## src/hdl/t1lt_defines.svh

```systemverilog
`ifndef T1LT_DEFINES_SVH
`define T1LT_DEFINES_SVH
// clock and line rates in kHz, used by the fractional bit-rate divider
`define T1LT_CLK_KHZ      125000
`define T1LT_LINE_KHZ     1544
// frame layout: 24 channel slots of 8 bits after one framing bit
`define T1LT_CH_LAST      5'h17
`define T1LT_BIT_LAST     3'h7
`define T1LT_D4_LAST      5'h0B
`define T1LT_ESF_LAST     5'h17
`define T1LT_D4_FBITS     12'h8DC
`define T1LT_ESF_FAS      6'h0B
// one-in-eight pattern: position of the single mark in each byte
`define T1LT_ONE_IN_8_POS 3'h1
// self test and one-second error window
`define T1LT_RAM_SEED     8'hA5
`define T1LT_ROM_SUM      8'hF8
`define T1LT_ONE_SEC_MS   1000
`define T1LT_LED_TEST_MS  500
`endif

```

## src/hdl/t1lt_pkg.sv

```systemverilog
package t1lt_pkg;
  // bipolar line code of one bit time
  typedef struct packed {
    logic pos;
    logic neg;
  } t1lt_line_t;
  // network receive: line code, decoded bit, framing bit marker
  typedef struct packed {
    t1lt_line_t code;
    logic       data;
    logic       fbit;
  } t1lt_rx_t;
  typedef enum logic [1:0] {LOOP_NONE, LOOP_LINE, LOOP_PAYLOAD} t1lt_loop_t;
  typedef enum logic [1:0] {PAT_NONE, PAT_ONES, PAT_ZEROS, PAT_ONE_IN_8} t1lt_pat_t;
  typedef enum logic [2:0] {ST_RAM_WR, ST_RAM_RD, ST_ROM, ST_LED, ST_INIT, ST_RUN} t1lt_st_t;
endpackage : t1lt_pkg

```

## src/hdl/t1lt_fifo.sv

```systemverilog
`timescale 1ns/1ps
module t1lt_fifo #(
  parameter int WIDTH = 8,
  parameter int DEPTH = 4
) (
  input  wire logic             i_clock,
  input  wire logic             i_rst_n,
  input  wire logic             i_flush,
  input  wire logic             i_in_valid,
  output logic                  o_in_ready,
  input  wire logic [WIDTH-1:0] i_in_data,
  output logic                  o_out_valid,
  input  wire logic             i_out_ready,
  output logic [WIDTH-1:0]      o_out_data
);
  localparam int AW = $clog2(DEPTH);
  localparam logic [AW:0] FULL = (AW+1)'(DEPTH);

  logic [WIDTH-1:0] mem_r [DEPTH];
  logic [AW-1:0]    wp_r, wp_nxt, rp_r, rp_nxt;
  logic [AW:0]      cnt_r, cnt_nxt;
  logic             push, pop;

  assign o_in_ready  = (cnt_r != FULL);
  assign o_out_valid = (cnt_r != '0);
  assign o_out_data  = mem_r[rp_r];
  assign push        = i_in_valid & o_in_ready;
  assign pop         = o_out_valid & i_out_ready;

  // pointers wrap naturally since depth is a power of two
  always_comb
  begin
    wp_nxt  = push ? wp_r + 1'b1 : wp_r;
    rp_nxt  = pop ? rp_r + 1'b1 : rp_r;
    cnt_nxt = cnt_r + (AW+1)'(push) - (AW+1)'(pop);
    if (i_flush)
    begin
      wp_nxt  = '0;
      rp_nxt  = '0;
      cnt_nxt = '0;
    end
  end

  always_ff @(posedge i_clock or negedge i_rst_n)
  begin
    if (!i_rst_n)
    begin
      wp_r  <= '0;
      rp_r  <= '0;
      cnt_r <= '0;
    end
    else
    begin
      wp_r  <= wp_nxt;
      rp_r  <= rp_nxt;
      cnt_r <= cnt_nxt;
    end
  end

  // storage has no reset
  always_ff @(posedge i_clock)
  begin
    if (push)
      mem_r[wp_r] <= i_in_data;
  end
endmodule : t1lt_fifo

```

## src/hdl/t1lt_top.sv

```systemverilog
// How it works
// - line loopback returns network receive to network
// - line loopback copies received line code exactly
// - payload loopback regenerates framing, returns payload only
// - terminal loopback returns terminal receive to terminal
// - three patterns: ones, zeros, one-in-eight
// - ones pattern sets every payload bit
// - zeros pattern clears every payload bit
// - one-in-eight: one mark per channel byte
// - inband and data link commands switch loopbacks
// - error light on if error within last second
// - alarm light follows any alarm condition
// - loop light for own or commanded remote loopback
// - power-up runs self test then initialisation
// - memory, checksum, then light test; report failures
// - frame holds one framing bit then 24 eight-bit channel slots
// - self test sends framed ones to network, unframed ones to terminal
`timescale 1ns/1ps
`include "t1lt_defines.svh"
module t1lt_top #(
  parameter int ONE_SEC_CYCLES  = `T1LT_ONE_SEC_MS * `T1LT_CLK_KHZ,
  parameter int LED_TEST_CYCLES = `T1LT_LED_TEST_MS * `T1LT_CLK_KHZ
) (
  input  wire logic                 i_clock,
  input  wire logic                 i_rst_n,
  input  wire t1lt_pkg::t1lt_rx_t   i_net_rx,
  input  wire t1lt_pkg::t1lt_line_t i_term_rx,
  input  wire logic                 i_esf_mode,
  input  wire t1lt_pkg::t1lt_loop_t i_loop_sel,
  input  wire logic                 i_loop_sel_stb,
  input  wire logic                 i_inband_up,
  input  wire logic                 i_inband_down,
  input  wire logic                 i_fdl_line_up,
  input  wire logic                 i_fdl_payload_up,
  input  wire logic                 i_fdl_down,
  input  wire logic                 i_term_loop,
  input  wire t1lt_pkg::t1lt_pat_t  i_pattern,
  input  wire logic                 i_remote_lb_active,
  input  wire logic                 i_err_event,
  input  wire logic                 i_alarm,
  input  wire logic                 i_selftest_req,
  output t1lt_pkg::t1lt_line_t      o_net_tx,
  output t1lt_pkg::t1lt_line_t      o_term_tx,
  output t1lt_pkg::t1lt_loop_t      o_loop_state,
  output logic                      o_term_loop,
  output logic                      o_led_error,
  output logic                      o_led_alarm,
  output logic                      o_led_loop,
  output logic                      o_selftest_busy,
  output logic [1:0]                o_selftest_fail,
  output logic                      o_fifo_slip
);
  localparam logic [16:0] CLK_KHZ  = 17'(`T1LT_CLK_KHZ);
  localparam logic [16:0] LINE_KHZ = 17'(`T1LT_LINE_KHZ);
  localparam logic [11:0] D4_PAT   = `T1LT_D4_FBITS;
  localparam logic [5:0]  ESF_PAT  = `T1LT_ESF_FAS;

  // ami encoder: marks alternate polarity
  function automatic t1lt_pkg::t1lt_line_t ami(input logic mark, input logic pol);
    ami.pos = mark & ~pol;
    ami.neg = mark & pol;
  endfunction : ami

  // fixed program-store image for the checksum step
  function automatic logic [7:0] rom(input logic [3:0] a);
    rom = {a, ~a};
  endfunction : rom

  // bit-rate enable: fractional divider from 125 MHz to 1.544 MHz
  logic [16:0] acc_r, acc_nxt, acc_sum;
  logic        tick_r, tick_nxt;
  always_comb
  begin
    acc_sum  = acc_r + LINE_KHZ;
    tick_nxt = (acc_sum >= CLK_KHZ);
    acc_nxt  = tick_nxt ? acc_sum - CLK_KHZ : acc_sum;
  end
  always_ff @(posedge i_clock or negedge i_rst_n)
  begin
    if (!i_rst_n)
    begin
      acc_r  <= '0;
      tick_r <= 1'b0;
    end
    else
    begin
      acc_r  <= acc_nxt;
      tick_r <= tick_nxt;
    end
  end

  // self test and initialisation sequencer
  t1lt_pkg::t1lt_st_t st_r, st_nxt;
  logic [3:0]  idx_r, idx_nxt;
  logic [7:0]  sum_r, sum_nxt;
  logic [1:0]  fail_r, fail_nxt;
  logic [31:0] led_cnt_r, led_cnt_nxt;
  logic [7:0]  ram_r [16];
  logic [7:0]  ram_pat;
  logic        ram_we, busy_nxt, init_pulse;
  always_comb
  begin
    st_nxt      = st_r;
    idx_nxt     = idx_r;
    sum_nxt     = sum_r;
    fail_nxt    = fail_r;
    led_cnt_nxt = led_cnt_r;
    ram_pat     = {4'h0, idx_r} ^ `T1LT_RAM_SEED;
    ram_we      = 1'b0;
    init_pulse  = 1'b0;
    unique case (st_r)
      t1lt_pkg::ST_RAM_WR:
      begin
        ram_we  = 1'b1;
        idx_nxt = idx_r + 4'h1;
        if (idx_r == 4'hF)
          st_nxt = t1lt_pkg::ST_RAM_RD;
      end
      t1lt_pkg::ST_RAM_RD:
      begin
        if (ram_r[idx_r] != ram_pat)
          fail_nxt[0] = 1'b1;
        idx_nxt = idx_r + 4'h1;
        if (idx_r == 4'hF)
          st_nxt = t1lt_pkg::ST_ROM;
      end
      t1lt_pkg::ST_ROM:
      begin
        sum_nxt = sum_r + rom(idx_r);
        idx_nxt = idx_r + 4'h1;
        if (idx_r == 4'hF)
        begin
          st_nxt = t1lt_pkg::ST_LED;
          if (sum_nxt != `T1LT_ROM_SUM)
            fail_nxt[1] = 1'b1;
        end
      end
      t1lt_pkg::ST_LED:
      begin
        led_cnt_nxt = led_cnt_r + 32'h1;
        if (led_cnt_r == 32'(LED_TEST_CYCLES - 1))
          st_nxt = t1lt_pkg::ST_INIT;
      end
      t1lt_pkg::ST_INIT:
      begin
        init_pulse = 1'b1;
        st_nxt     = t1lt_pkg::ST_RUN;
      end
      t1lt_pkg::ST_RUN:
      begin
        if (i_selftest_req)
        begin
          st_nxt      = t1lt_pkg::ST_RAM_WR;
          fail_nxt    = 2'h0;
          sum_nxt     = 8'h00;
          led_cnt_nxt = 32'h0;
          idx_nxt     = 4'h0;
        end
      end
    endcase
    busy_nxt = (st_nxt != t1lt_pkg::ST_RUN);
  end
  always_ff @(posedge i_clock or negedge i_rst_n)
  begin
    if (!i_rst_n)
    begin
      st_r      <= t1lt_pkg::ST_RAM_WR;
      idx_r     <= 4'h0;
      sum_r     <= 8'h00;
      fail_r    <= 2'h0;
      led_cnt_r <= 32'h0;
    end
    else
    begin
      st_r      <= st_nxt;
      idx_r     <= idx_nxt;
      sum_r     <= sum_nxt;
      fail_r    <= fail_nxt;
      led_cnt_r <= led_cnt_nxt;
    end
  end
  always_ff @(posedge i_clock)
  begin
    if (ram_we)
      ram_r[idx_r] <= ram_pat;
  end

  // loopback control: latest command wins, one network loop at a time
  t1lt_pkg::t1lt_loop_t loop_r, loop_nxt;
  logic term_loop_r, term_loop_nxt;
  always_comb
  begin
    loop_nxt      = loop_r;
    term_loop_nxt = i_term_loop & ~busy_nxt;
    if (init_pulse || busy_nxt)
      loop_nxt = t1lt_pkg::LOOP_NONE;
    else if (i_fdl_down || i_inband_down)
      loop_nxt = t1lt_pkg::LOOP_NONE;
    else if (i_fdl_payload_up)
      loop_nxt = t1lt_pkg::LOOP_PAYLOAD;
    else if (i_fdl_line_up || i_inband_up)
      loop_nxt = t1lt_pkg::LOOP_LINE;
    else if (i_loop_sel_stb)
      loop_nxt = i_loop_sel;
  end
  always_ff @(posedge i_clock or negedge i_rst_n)
  begin
    if (!i_rst_n)
    begin
      loop_r      <= t1lt_pkg::LOOP_NONE;
      term_loop_r <= 1'b0;
    end
    else
    begin
      loop_r      <= loop_nxt;
      term_loop_r <= term_loop_nxt;
    end
  end

  // transmit frame position: framing bit, then 24 channels of 8 bits
  logic       fpos_r, fpos_nxt;
  logic [4:0] ch_r, ch_nxt, frm_r, frm_nxt, frm_last;
  logic [2:0] bit_r, bit_nxt;
  logic       fbit;
  always_comb
  begin
    fpos_nxt = fpos_r;
    ch_nxt   = ch_r;
    bit_nxt  = bit_r;
    frm_nxt  = frm_r;
    frm_last = i_esf_mode ? `T1LT_ESF_LAST : `T1LT_D4_LAST;
    if (tick_r)
    begin
      if (fpos_r)
      begin
        fpos_nxt = 1'b0;
        ch_nxt   = 5'h00;
        bit_nxt  = 3'h0;
      end
      else if (bit_r == `T1LT_BIT_LAST)
      begin
        bit_nxt = 3'h0;
        ch_nxt  = ch_r + 5'h01;
        if (ch_r == `T1LT_CH_LAST)
        begin
          fpos_nxt = 1'b1;
          frm_nxt  = (frm_r >= frm_last) ? 5'h00 : frm_r + 5'h01;
        end
      end
      else
        bit_nxt = bit_r + 3'h1;
    end
    // framing pattern regenerated in the configured format
    if (i_esf_mode)
      fbit = (frm_r[1:0] == 2'h3) ? ESF_PAT[3'h5 - frm_r[4:2]] : 1'b1;
    else
      fbit = D4_PAT[4'hB - frm_r[3:0]];
  end
  always_ff @(posedge i_clock or negedge i_rst_n)
  begin
    if (!i_rst_n)
    begin
      fpos_r <= 1'b1;
      ch_r   <= 5'h00;
      bit_r  <= 3'h0;
      frm_r  <= 5'h00;
    end
    else
    begin
      fpos_r <= fpos_nxt;
      ch_r   <= ch_nxt;
      bit_r  <= bit_nxt;
      frm_r  <= frm_nxt;
    end
  end

  // payload loop: collect receive payload bytes, framing bits dropped
  logic       pl_on, in_valid_r, in_valid_nxt, in_ready, out_valid, out_ready;
  logic [7:0] sh_r, sh_nxt, in_byte_r, in_byte_nxt, out_byte, tx_byte_r, tx_byte_nxt;
  logic [2:0] rxc_r, rxc_nxt;
  logic       slip_r, slip_nxt;
  assign pl_on = (loop_r == t1lt_pkg::LOOP_PAYLOAD);
  always_comb
  begin
    sh_nxt       = sh_r;
    rxc_nxt      = rxc_r;
    in_byte_nxt  = in_byte_r;
    in_valid_nxt = in_valid_r & ~in_ready;
    slip_nxt     = slip_r & pl_on;
    if (tick_r && pl_on && !i_net_rx.fbit)
    begin
      if (in_valid_r && !in_ready)
        slip_nxt = 1'b1;                                   // fifo full stalls assembly
      else
      begin
        sh_nxt  = {sh_r[6:0], i_net_rx.data};
        rxc_nxt = rxc_r + 3'h1;
        if (rxc_r == `T1LT_BIT_LAST)
        begin
          in_byte_nxt  = {sh_r[6:0], i_net_rx.data};
          in_valid_nxt = 1'b1;
        end
      end
    end
    if (!pl_on)
    begin
      rxc_nxt      = 3'h0;
      in_valid_nxt = 1'b0;
    end
    // transmit side drains one byte at each channel start
    out_ready   = tick_r & pl_on & ~fpos_r & (bit_r == 3'h0);
    tx_byte_nxt = tx_byte_r;
    if (out_ready)
      tx_byte_nxt = out_valid ? out_byte : 8'hFF;          // idle ones on underrun
  end
  always_ff @(posedge i_clock or negedge i_rst_n)
  begin
    if (!i_rst_n)
    begin
      sh_r       <= 8'h00;
      rxc_r      <= 3'h0;
      in_byte_r  <= 8'h00;
      in_valid_r <= 1'b0;
      slip_r     <= 1'b0;
      tx_byte_r  <= 8'hFF;
    end
    else
    begin
      sh_r       <= sh_nxt;
      rxc_r      <= rxc_nxt;
      in_byte_r  <= in_byte_nxt;
      in_valid_r <= in_valid_nxt;
      slip_r     <= slip_nxt;
      tx_byte_r  <= tx_byte_nxt;
    end
  end

  t1lt_fifo #(.WIDTH(8), .DEPTH(4)) u_fifo (
    .i_clock     (i_clock),
    .i_rst_n     (i_rst_n),
    .i_flush     (~pl_on),
    .i_in_valid  (in_valid_r),
    .o_in_ready  (in_ready),
    .i_in_data   (in_byte_r),
    .o_out_valid (out_valid),
    .i_out_ready (out_ready),
    .o_out_data  (out_byte)
  );

  // transmit selection toward both lines
  t1lt_pkg::t1lt_line_t net_tx_r, net_tx_nxt, term_tx_r, term_tx_nxt;
  logic pol_net_r, pol_net_nxt, pol_term_r, pol_term_nxt, mark, gen;
  always_comb
  begin
    net_tx_nxt   = net_tx_r;
    term_tx_nxt  = term_tx_r;
    pol_net_nxt  = pol_net_r;
    pol_term_nxt = pol_term_r;
    gen          = 1'b0;
    // payload bit choice; framing bit regenerated whenever gen is set
    if (fpos_r)
      mark = fbit;
    else if (busy_nxt)
      mark = 1'b1;
    else if (pl_on)
      mark = (bit_r == 3'h0) ? tx_byte_nxt[7] : tx_byte_r[3'h7 - bit_r];
    else
      unique case (i_pattern)
        t1lt_pkg::PAT_ONES:     mark = 1'b1;
        t1lt_pkg::PAT_ZEROS:    mark = 1'b0;
        t1lt_pkg::PAT_ONE_IN_8: mark = (bit_r == `T1LT_ONE_IN_8_POS);
        t1lt_pkg::PAT_NONE:     mark = 1'b0;
      endcase
    if (tick_r)
    begin
      if (busy_nxt || pl_on || (loop_r == t1lt_pkg::LOOP_NONE
          && i_pattern != t1lt_pkg::PAT_NONE))
        gen = 1'b1;
      if (loop_r == t1lt_pkg::LOOP_LINE && !busy_nxt)
        net_tx_nxt = i_net_rx.code;
      else if (gen)
      begin
        net_tx_nxt  = ami(mark, pol_net_r);
        pol_net_nxt = pol_net_r ^ mark;
      end
      else
        net_tx_nxt = i_term_rx;
      if (busy_nxt)
      begin
        term_tx_nxt  = ami(1'b1, pol_term_r);
        pol_term_nxt = ~pol_term_r;
      end
      else if (term_loop_r)
        term_tx_nxt = i_term_rx;
      else
        term_tx_nxt = i_net_rx.code;
    end
  end
  always_ff @(posedge i_clock or negedge i_rst_n)
  begin
    if (!i_rst_n)
    begin
      net_tx_r   <= '0;
      term_tx_r  <= '0;
      pol_net_r  <= 1'b0;
      pol_term_r <= 1'b0;
    end
    else
    begin
      net_tx_r   <= net_tx_nxt;
      term_tx_r  <= term_tx_nxt;
      pol_net_r  <= pol_net_nxt;
      pol_term_r <= pol_term_nxt;
    end
  end

  // indicators: error seen in current or previous second
  logic [31:0] sec_r, sec_nxt;
  logic err_cur_r, err_cur_nxt, err_prev_r, err_prev_nxt;
  logic led_err_r, led_err_nxt, led_alm_r, led_alm_nxt, led_lp_r, led_lp_nxt;
  logic led_test;
  always_comb
  begin
    led_test     = (st_r == t1lt_pkg::ST_LED);
    sec_nxt      = sec_r + 32'h1;
    err_cur_nxt  = err_cur_r | i_err_event;
    err_prev_nxt = err_prev_r;
    if (sec_r == 32'(ONE_SEC_CYCLES - 1))
    begin
      sec_nxt      = 32'h0;
      err_prev_nxt = err_cur_r | i_err_event;
      err_cur_nxt  = 1'b0;
    end
    led_err_nxt = led_test | err_cur_nxt | err_prev_nxt;
    led_alm_nxt = led_test | i_alarm;
    led_lp_nxt  = led_test | (loop_nxt != t1lt_pkg::LOOP_NONE) | term_loop_nxt
                | i_remote_lb_active;
  end
  always_ff @(posedge i_clock or negedge i_rst_n)
  begin
    if (!i_rst_n)
    begin
      sec_r      <= 32'h0;
      err_cur_r  <= 1'b0;
      err_prev_r <= 1'b0;
      led_err_r  <= 1'b0;
      led_alm_r  <= 1'b0;
      led_lp_r   <= 1'b0;
    end
    else
    begin
      sec_r      <= sec_nxt;
      err_cur_r  <= err_cur_nxt;
      err_prev_r <= err_prev_nxt;
      led_err_r  <= led_err_nxt;
      led_alm_r  <= led_alm_nxt;
      led_lp_r   <= led_lp_nxt;
    end
  end

  // status flops straight to the ports
  logic busy_r;
  always_ff @(posedge i_clock or negedge i_rst_n)
  begin
    if (!i_rst_n)
      busy_r <= 1'b1;
    else
      busy_r <= busy_nxt;
  end

  assign o_net_tx        = net_tx_r;
  assign o_term_tx       = term_tx_r;
  assign o_loop_state    = loop_r;
  assign o_term_loop     = term_loop_r;
  assign o_led_error     = led_err_r;
  assign o_led_alarm     = led_alm_r;
  assign o_led_loop      = led_lp_r;
  assign o_selftest_busy = busy_r;
  assign o_selftest_fail = fail_r;
  assign o_fifo_slip     = slip_r;
endmodule : t1lt_top

```

## config.mk

```make
export PLATFORM = sky130hd
export DESIGN_NAME = t1lt_top
export DESIGN_NICKNAME = d
export VERILOG_FILES = /design/src/hdl/t1lt_pkg.sv /design/src/hdl/t1lt_fifo.sv /design/src/hdl/t1lt_top.sv
export VERILOG_INCLUDE_DIRS = /design/src /design/src/hdl
export SDC_FILE = /design/constraint.sdc
export NUM_CORES = 1
export LEC_CHECK = 0
export BUFFER_PORTS_ARGS = -buffer_cell sky130_fd_sc_hd__buf_2
export CAP_MARGIN = 20
export CORE_ASPECT_RATIO = 1.2
export CORE_MARGIN = 1.5
export CORE_UTILIZATION = 40
export DETAILED_ROUTE_END_ITERATION = 10
export GPL_TIMING_DRIVEN = 0
export REMOVE_ABC_BUFFERS = 1
export SYNTH_ARGS = -nofsm -noshare
export SYNTH_HDL_FRONTEND = slang
export SYNTH_SLANG_ARGS = --single-unit
```

## constraint.sdc

```tcl
create_clock -name i_clock -period 4.05 [get_ports i_clock]
set_input_delay 0.2025 -clock i_clock [delete_from_list [all_inputs] [get_ports i_clock]]
set_output_delay 0.2025 -clock i_clock [all_outputs]
set_load 0.02 [all_outputs]
```

---- After elaboration in Yosys (flattened, before gate mapping) ----
Memory sizes are Yosys's and may differ from the RTL's.
Index checks and enable logic that the tools add are counted.
storage, ports and cells
  register bits after elaboration ......... 163
  latch bits .............................. 0
  bits in writable memories ............... 128
  memory bits (read-only) ................. 24
  input bits .............................. 24
  output and inout bits ................... 14
  word-level logic and storage cells ...... 234
  memories kept ........................... 4
cells by class
  add/subtract/negate cells ............... 17
  multiply operators ...................... 0
  div/mod/pow operators ................... 0
  magnitude comparators ................... 5
  equal/unequal tests ..................... 30
  shift-type cells ........................ 0
  muxes and demuxes ....................... 75
  bitwise gates (word level) .............. 27
  reduce and logical (&&, ||, !) cells .... 39
memories
  memory           depth  bits a word  read ports  clocked after memory_dff  write ports  RTL line         text
  ram_r            16     6            1           0                         1            t1lt_top.sv:98   logic [7:0] ram_r [16];
  u_fifo.mem_r     4      8            1           0                         1            t1lt_fifo.sv:19  logic [WIDTH-1:0] mem_r [DEPTH];
  (no name shown)  16     1            1           0                         0            t1lt_top.sv:257  fbit = D4_PAT[4'hB - frm_r[3:0]];
  (no name shown)  8      1            1           0                         0            t1lt_top.sv:255  fbit = (frm_r[1:0] == 2'h3) ? ESF_PAT[3'h5 - frm_r[4:2]] : 1'b1;
operators by type and width
  cell                                                                     number
  32-bit by 1-bit adder with 32-bit output, second input constant          2
  32-bit two-way mux                                                       2
  32-bit one-hot mux with 2 select lines                                   1
  3-bit two-way mux                                                        11
  32-bit by 26-bit equality test with 1-bit output, second input constant  1
  32-bit by 27-bit equality test with 1-bit output, second input constant  1
  1-bit two-way mux                                                        31
  2-bit two-way mux                                                        14
  8-bit two-way mux                                                        3
  5-bit two-way mux                                                        4
  3-bit one-hot mux with 6 select lines                                    1
  17-bit by 11-bit adder with 17-bit output, second input constant         1
  17-bit greater-or-equal comparator, second input constant                1
  17-bit two-way mux                                                       1
  17-bit subtractor, second input constant                                 1
  8-bit one-hot mux with 2 select lines                                    1
  2-bit AND reduction                                                      7
  2-bit nonzero test                                                       7
  3-bit equality test, second input constant                               4
  5-bit by 1-bit adder with 5-bit output, second input constant            2
  1-bit AND                                                                10
  2-bit inequality test, second input constant                             5
  3-bit AND reduction                                                      3
  8-bit adder                                                              1
  other kinds (39)                                                         78

---- Logic depth before layout (Yosys ltp) ----
  depth after elaboration ................. 12
  gate-level depth with buffers ........... 13

---- Hierarchy ----
Synthesis repeated with hierarchy kept, for this count alone.
second synthesis, totals
  cell total of the unflattened synthesis .. 1,067
  area total of the unflattened synthesis .. 12,330.6 µm²
by module, submodules not included
  module     instances  cells each  area an instance (µm²)
  t1lt_top   1          980         10,707.8
  t1lt_fifo  1          87          1,622.8

---- Least setup slack after synthesis ----
OpenSTA, ideal clock, no wires.
  path type ............................... flip-flop to flip-flop
  start point ............................. register idx_r[1]
  end point ............................... register sum_r[7]
  arrival time ............................ 2.863 ns
  slack ................................... 1.066 ns
  stages on the path, launching flop included .. 11
  buffers on the path ..................... 2
  cell sequence ........................... dfrtp_1 > clkbuf_1 > clkbuf_1 > inv_1 > ha_1 > a211oi_1 > o21bai_1 > a2111oi_0 > nor3_1 > xnor2_1 > a22o_1
between the ends
  word-level cells in the longest chain between the ends .. 3
ends and longest elaborated chain
  element                                    RTL line         text
  start: declaration                         t1lt_top.sv:94   logic [3:0] idx_r, idx_nxt;
  start signal: assignment                   t1lt_top.sv:176  idx_r <= idx_nxt;
  4-bit inverter                             t1lt_top.sv:66   rom = {a, ~a};
  8-bit adder (*)                            t1lt_top.sv:129  sum_nxt = sum_r + rom(idx_r);
  8-bit one-hot mux with 2 select lines (*)  t1lt_top.sv:111  unique case (st_r)
  end signal: assignment                     t1lt_top.sv:177  sum_r <= sum_nxt;
  end: declaration                           t1lt_top.sv:95   logic [7:0] sum_r, sum_nxt;
Every way passes the cells marked *; elsewhere a longest branch is shown, timed or not.
A chain may end at the register's enable or synchronous reset.

---- Worst setup path in the final report ----
  start point ............................. register idx_r[2]
  end point ............................... register sum_r[7]
The elaborated chain is that of the path after synthesis.

==> impl_results.md <==
- Status: finished, final reports clean
- Final net count: 1161
- Post-DR wirelength/cell: 15.3 µm
- Clock Tree Buf Depth: 3
- Filler instances: 2783
- Horiz. Die Dim: 163 µm
- Post-Syn Area: 12300 µm²
- Max_slew headroom: 36.0%
- Post-route ant nets: 0
- Hold-fix buffers, CTS: 10
- Largest delay contributor family on the critical path: compound AO/OA/AOI/OAI gates
- Max FO, Critical Path: 23
- CP max stage cell: dfrtp_1
- DR top layer: met4
- CTS root buf: clkbuf_16
- CP Class: flop to flop
- CTS H-tree depth: 1
- # clock sinks: 256
- Final Max Tran Viols: 0
- Critical path cell sequence: inv_1 > ha_1 > a211oi_1 > o21bai_1 > a2111oi_0 > nor3_1 > xnor2_1 > a22o_1
- Worst VDD drop: 0.000257 V
- RD Place Congestion: 0.788
- Global route overflow: 0
- Final Instance Count excl. Fillers: 1517
- Share of cells above drive strength 1: 13.3%
- Max Cap Viol: 0
- CP Capture Type: flop
- Area of the multi-input gates: 5020 µm²
- Post-CTS setup repair buffer count: 0
- Top cells by area, synth: dfrtp_1 (31%), edfxtp_1 (23%), xnor2_1 (3.9%), ha_1 (3.8%), nor2_1 (3.4%)
- Synth warn: 0
- Initial DRC Count: 433
- Cells after DPL: 1454
- Cell taking the most area after synthesis: dfrtp_1
- Worst slew pin tran: 0.956 ns
- Initial antenna violation count: 1
- Routed wl met2: 11.2 mm
- Die height: 195 µm
- Area fraction of the dominant cell type after synthesis: 30.6%
- F_max: 0.297 GHz
- CP arrival: 3.79 ns
- Clk Latency, worst-skew pair: 0.54 ns
- Dpl hpwl: 15.7 mm
- Pwr Density: 377 nW/µm²
- Flops & latches, synth: 256
- Main synth FF type: dfrtp_1
- Final hold vios: 0
- Finished Cell Area: 13900 µm²
- CP bufs+invs: 1
- Fin util: 45.9%
- Post-synth top cells: dfrtp_1 (150), nor2_1 (111), edfxtp_1 (96)
- Total power: 5250 µW
- Worst Clk Skew: 0.00948 ns
- Synth cell types: 75
- Core Area: 30300 µm²
- Clk slew on worst S/H paths: 0.06 ns
- # resized after CTS: 0
- Global-route wire length before repair: 40.3 mm
- M1 wire length: 10.7 mm
- Avg Inst Size Synth: 11.7 µm²
- Vias in the first global route: 8242
- DP Area: 12900 µm²
- Most instantiated library cell after synthesis: dfrtp_1
- Share of flip-flops with an asynchronous set or reset: 62.5%
- Setup Viol. Count Final: 0
- Largest net degree at the start of global routing: 95
- Register area share after synthesis: 56.2%
- Reg area: 6900 µm²
- Die area: 31700 µm²
- Slowest stage delay, CP: 0.83 ns
- Number of flops mapped to enable cells by yosys: 96
- RSZ-0062 raised after global routing: no
- Synthesis-to-layout area growth: 13.5%
- TritonCTS Buffers: 28
- Initial Util: 40.5%
- WL final: 23.2 mm
- Total GRT Usage: 15.4%
- Row count: 70
- Io pins: 38
- Metal3 WL: 846 µm
- Pre-Repair DR Iteration Count: 5
- Tcrit/Tclk final: 83.1%
- Port Buffers: 37
- Leak: 0.00541 µW
- DR DRC count: 0
- CTS tree: done
- Vias per cell: 5.24
- Crit path launch type: flop
- Vias: 7947
- Min-Delay Path Class: input pin to flop
- Synth Instances: 1052
- CP required: 4.47 ns
- Minimum clock period: 3.37 ns
## cells in the final DEF (no fill, tap or decap), types with 14 or more instances in the layout
cell	n
a21oi_1	40
and3_1	19
buf_2	37
clkbuf_16	29
dfrtp_1	149
edfxtp_1	96
ha_1	37
inv_1	50
mux2_2	23
mux4_2	18
nand2_1	68
nand3_1	39
nand4_1	16
nor2_1	111
nor2b_1	14
nor3_1	20
o21ai_0	37
xnor2_1	54
xor2_1	35
## report_power, final
part	leakage, µW	internal (µW)	switching [µW]
registers	0.00280	2680	0.00000000000000606
clock network	0.000449	1520	994
logic	0.00216	21.1	44.1
## final timing paths
kind                       slack (ns)                 start                         to  cells after the start
setup / recovery                 0.68  idx_r[2]$_DFFE_PN0P_       sum_r[7]$_DFFE_PN0P_                      8
max in group asynchronous        2.97               i_rst_n         sec_r[6]$_DFF_PN0_                      3
hold reg to reg                  0.47   sec_r[31]$_DFF_PN0_        sec_r[31]$_DFF_PN0_                      1
min in group asynchronous        0.22               i_rst_n       sum_r[4]$_DFFE_PN0P_                      2
setup reg to reg                 0.68  idx_r[2]$_DFFE_PN0P_       sum_r[7]$_DFFE_PN0P_                      8
hold / removal                   0.04           i_inband_up  o_loop_state[0]$_DFF_PN0_                      3
## metal layers
metal,vias to the layer above,GRT usage (%)
met3,36,2.22
li1,3906,-
met1,3896,20.8
met5,-,0
met2,109,25.5
met4,0,4.49
## logic make-up (layout without fill, tap and decap cells)
| group | Yosys count | count (layout) | synth area share [%] |
|---|---|---|---|
| multiplexers | 51 | 51 | 6.23 |
| AO/OA/AOI/OAI | 165 | 165 | 8.96 |
| flip-flops | 256 | 256 | 56.2 |
| other | 0 | 1 | 0 |
| buffers and inverters | 89 | 157 | 2.92 |
| XOR/XNOR | 89 | 89 | 6.35 |
| AND/OR/NAND/NOR | 363 | 363 | 15.2 |
| adder cells (fa/ha/maj) | 39 | 39 | 4.10 |
## state kept, by name, summed over array words and instances (netlist names), 2 cells and up
signal / count
sec_r: 32
led_cnt_r: 32
u_fifo.wp_r: 2
o_term_tx: 2
idx_r: 4
ch_r: 5
o_net_tx: 2
bit_r: 3
o_selftest_fail: 2
acc_r: 14
sum_r: 8
sh_r: 7
o_loop_state: 2
rxc_r: 3
u_fifo.rp_r: 2
ram_r: 64
st_r: 3
in_byte_r: 8
u_fifo.mem_r: 32
frm_r: 5
u_fifo.cnt_r: 3
tx_byte_r: 8
## worst min-delay path, delay by kind of cell
kind | cells | cell delay, ns
AOI/OAI and AO/OA | 1 | 0.05
buffers and inverters | 1 | 0.09
and+or+nand+nor | 1 | 0.17
## metrics by stage
| step | setup WS, ns | hold WS (ns) | setup TNS [ns] |
|---|---|---|---|
| final | 0.683 | 0.0444 | 0 |
| after floorplan | 1.18 | -0.0931 | 0 |
| after detailed placement | 0.711 | 0.208 | 0 |
| after global routing | 0.408 | 0.0743 | 0 |
| after CTS | 0.688 | 0.0231 | 0 |
| after global placement | -0.562 | 0.395 | -0.562 |
## cell type report
cell class              instances  area share, %
multi-input cells             707           36.0
flip-flops and latches        256           49.6
clock inverters                 7          0.638
repair buffers                 53           2.86
clock buffers                  45           5.93
inverters                      52           1.40
well taps                     396           3.56
diodes                          1         0.0180
No activity file was read; power rests on OpenSTA's default activity.
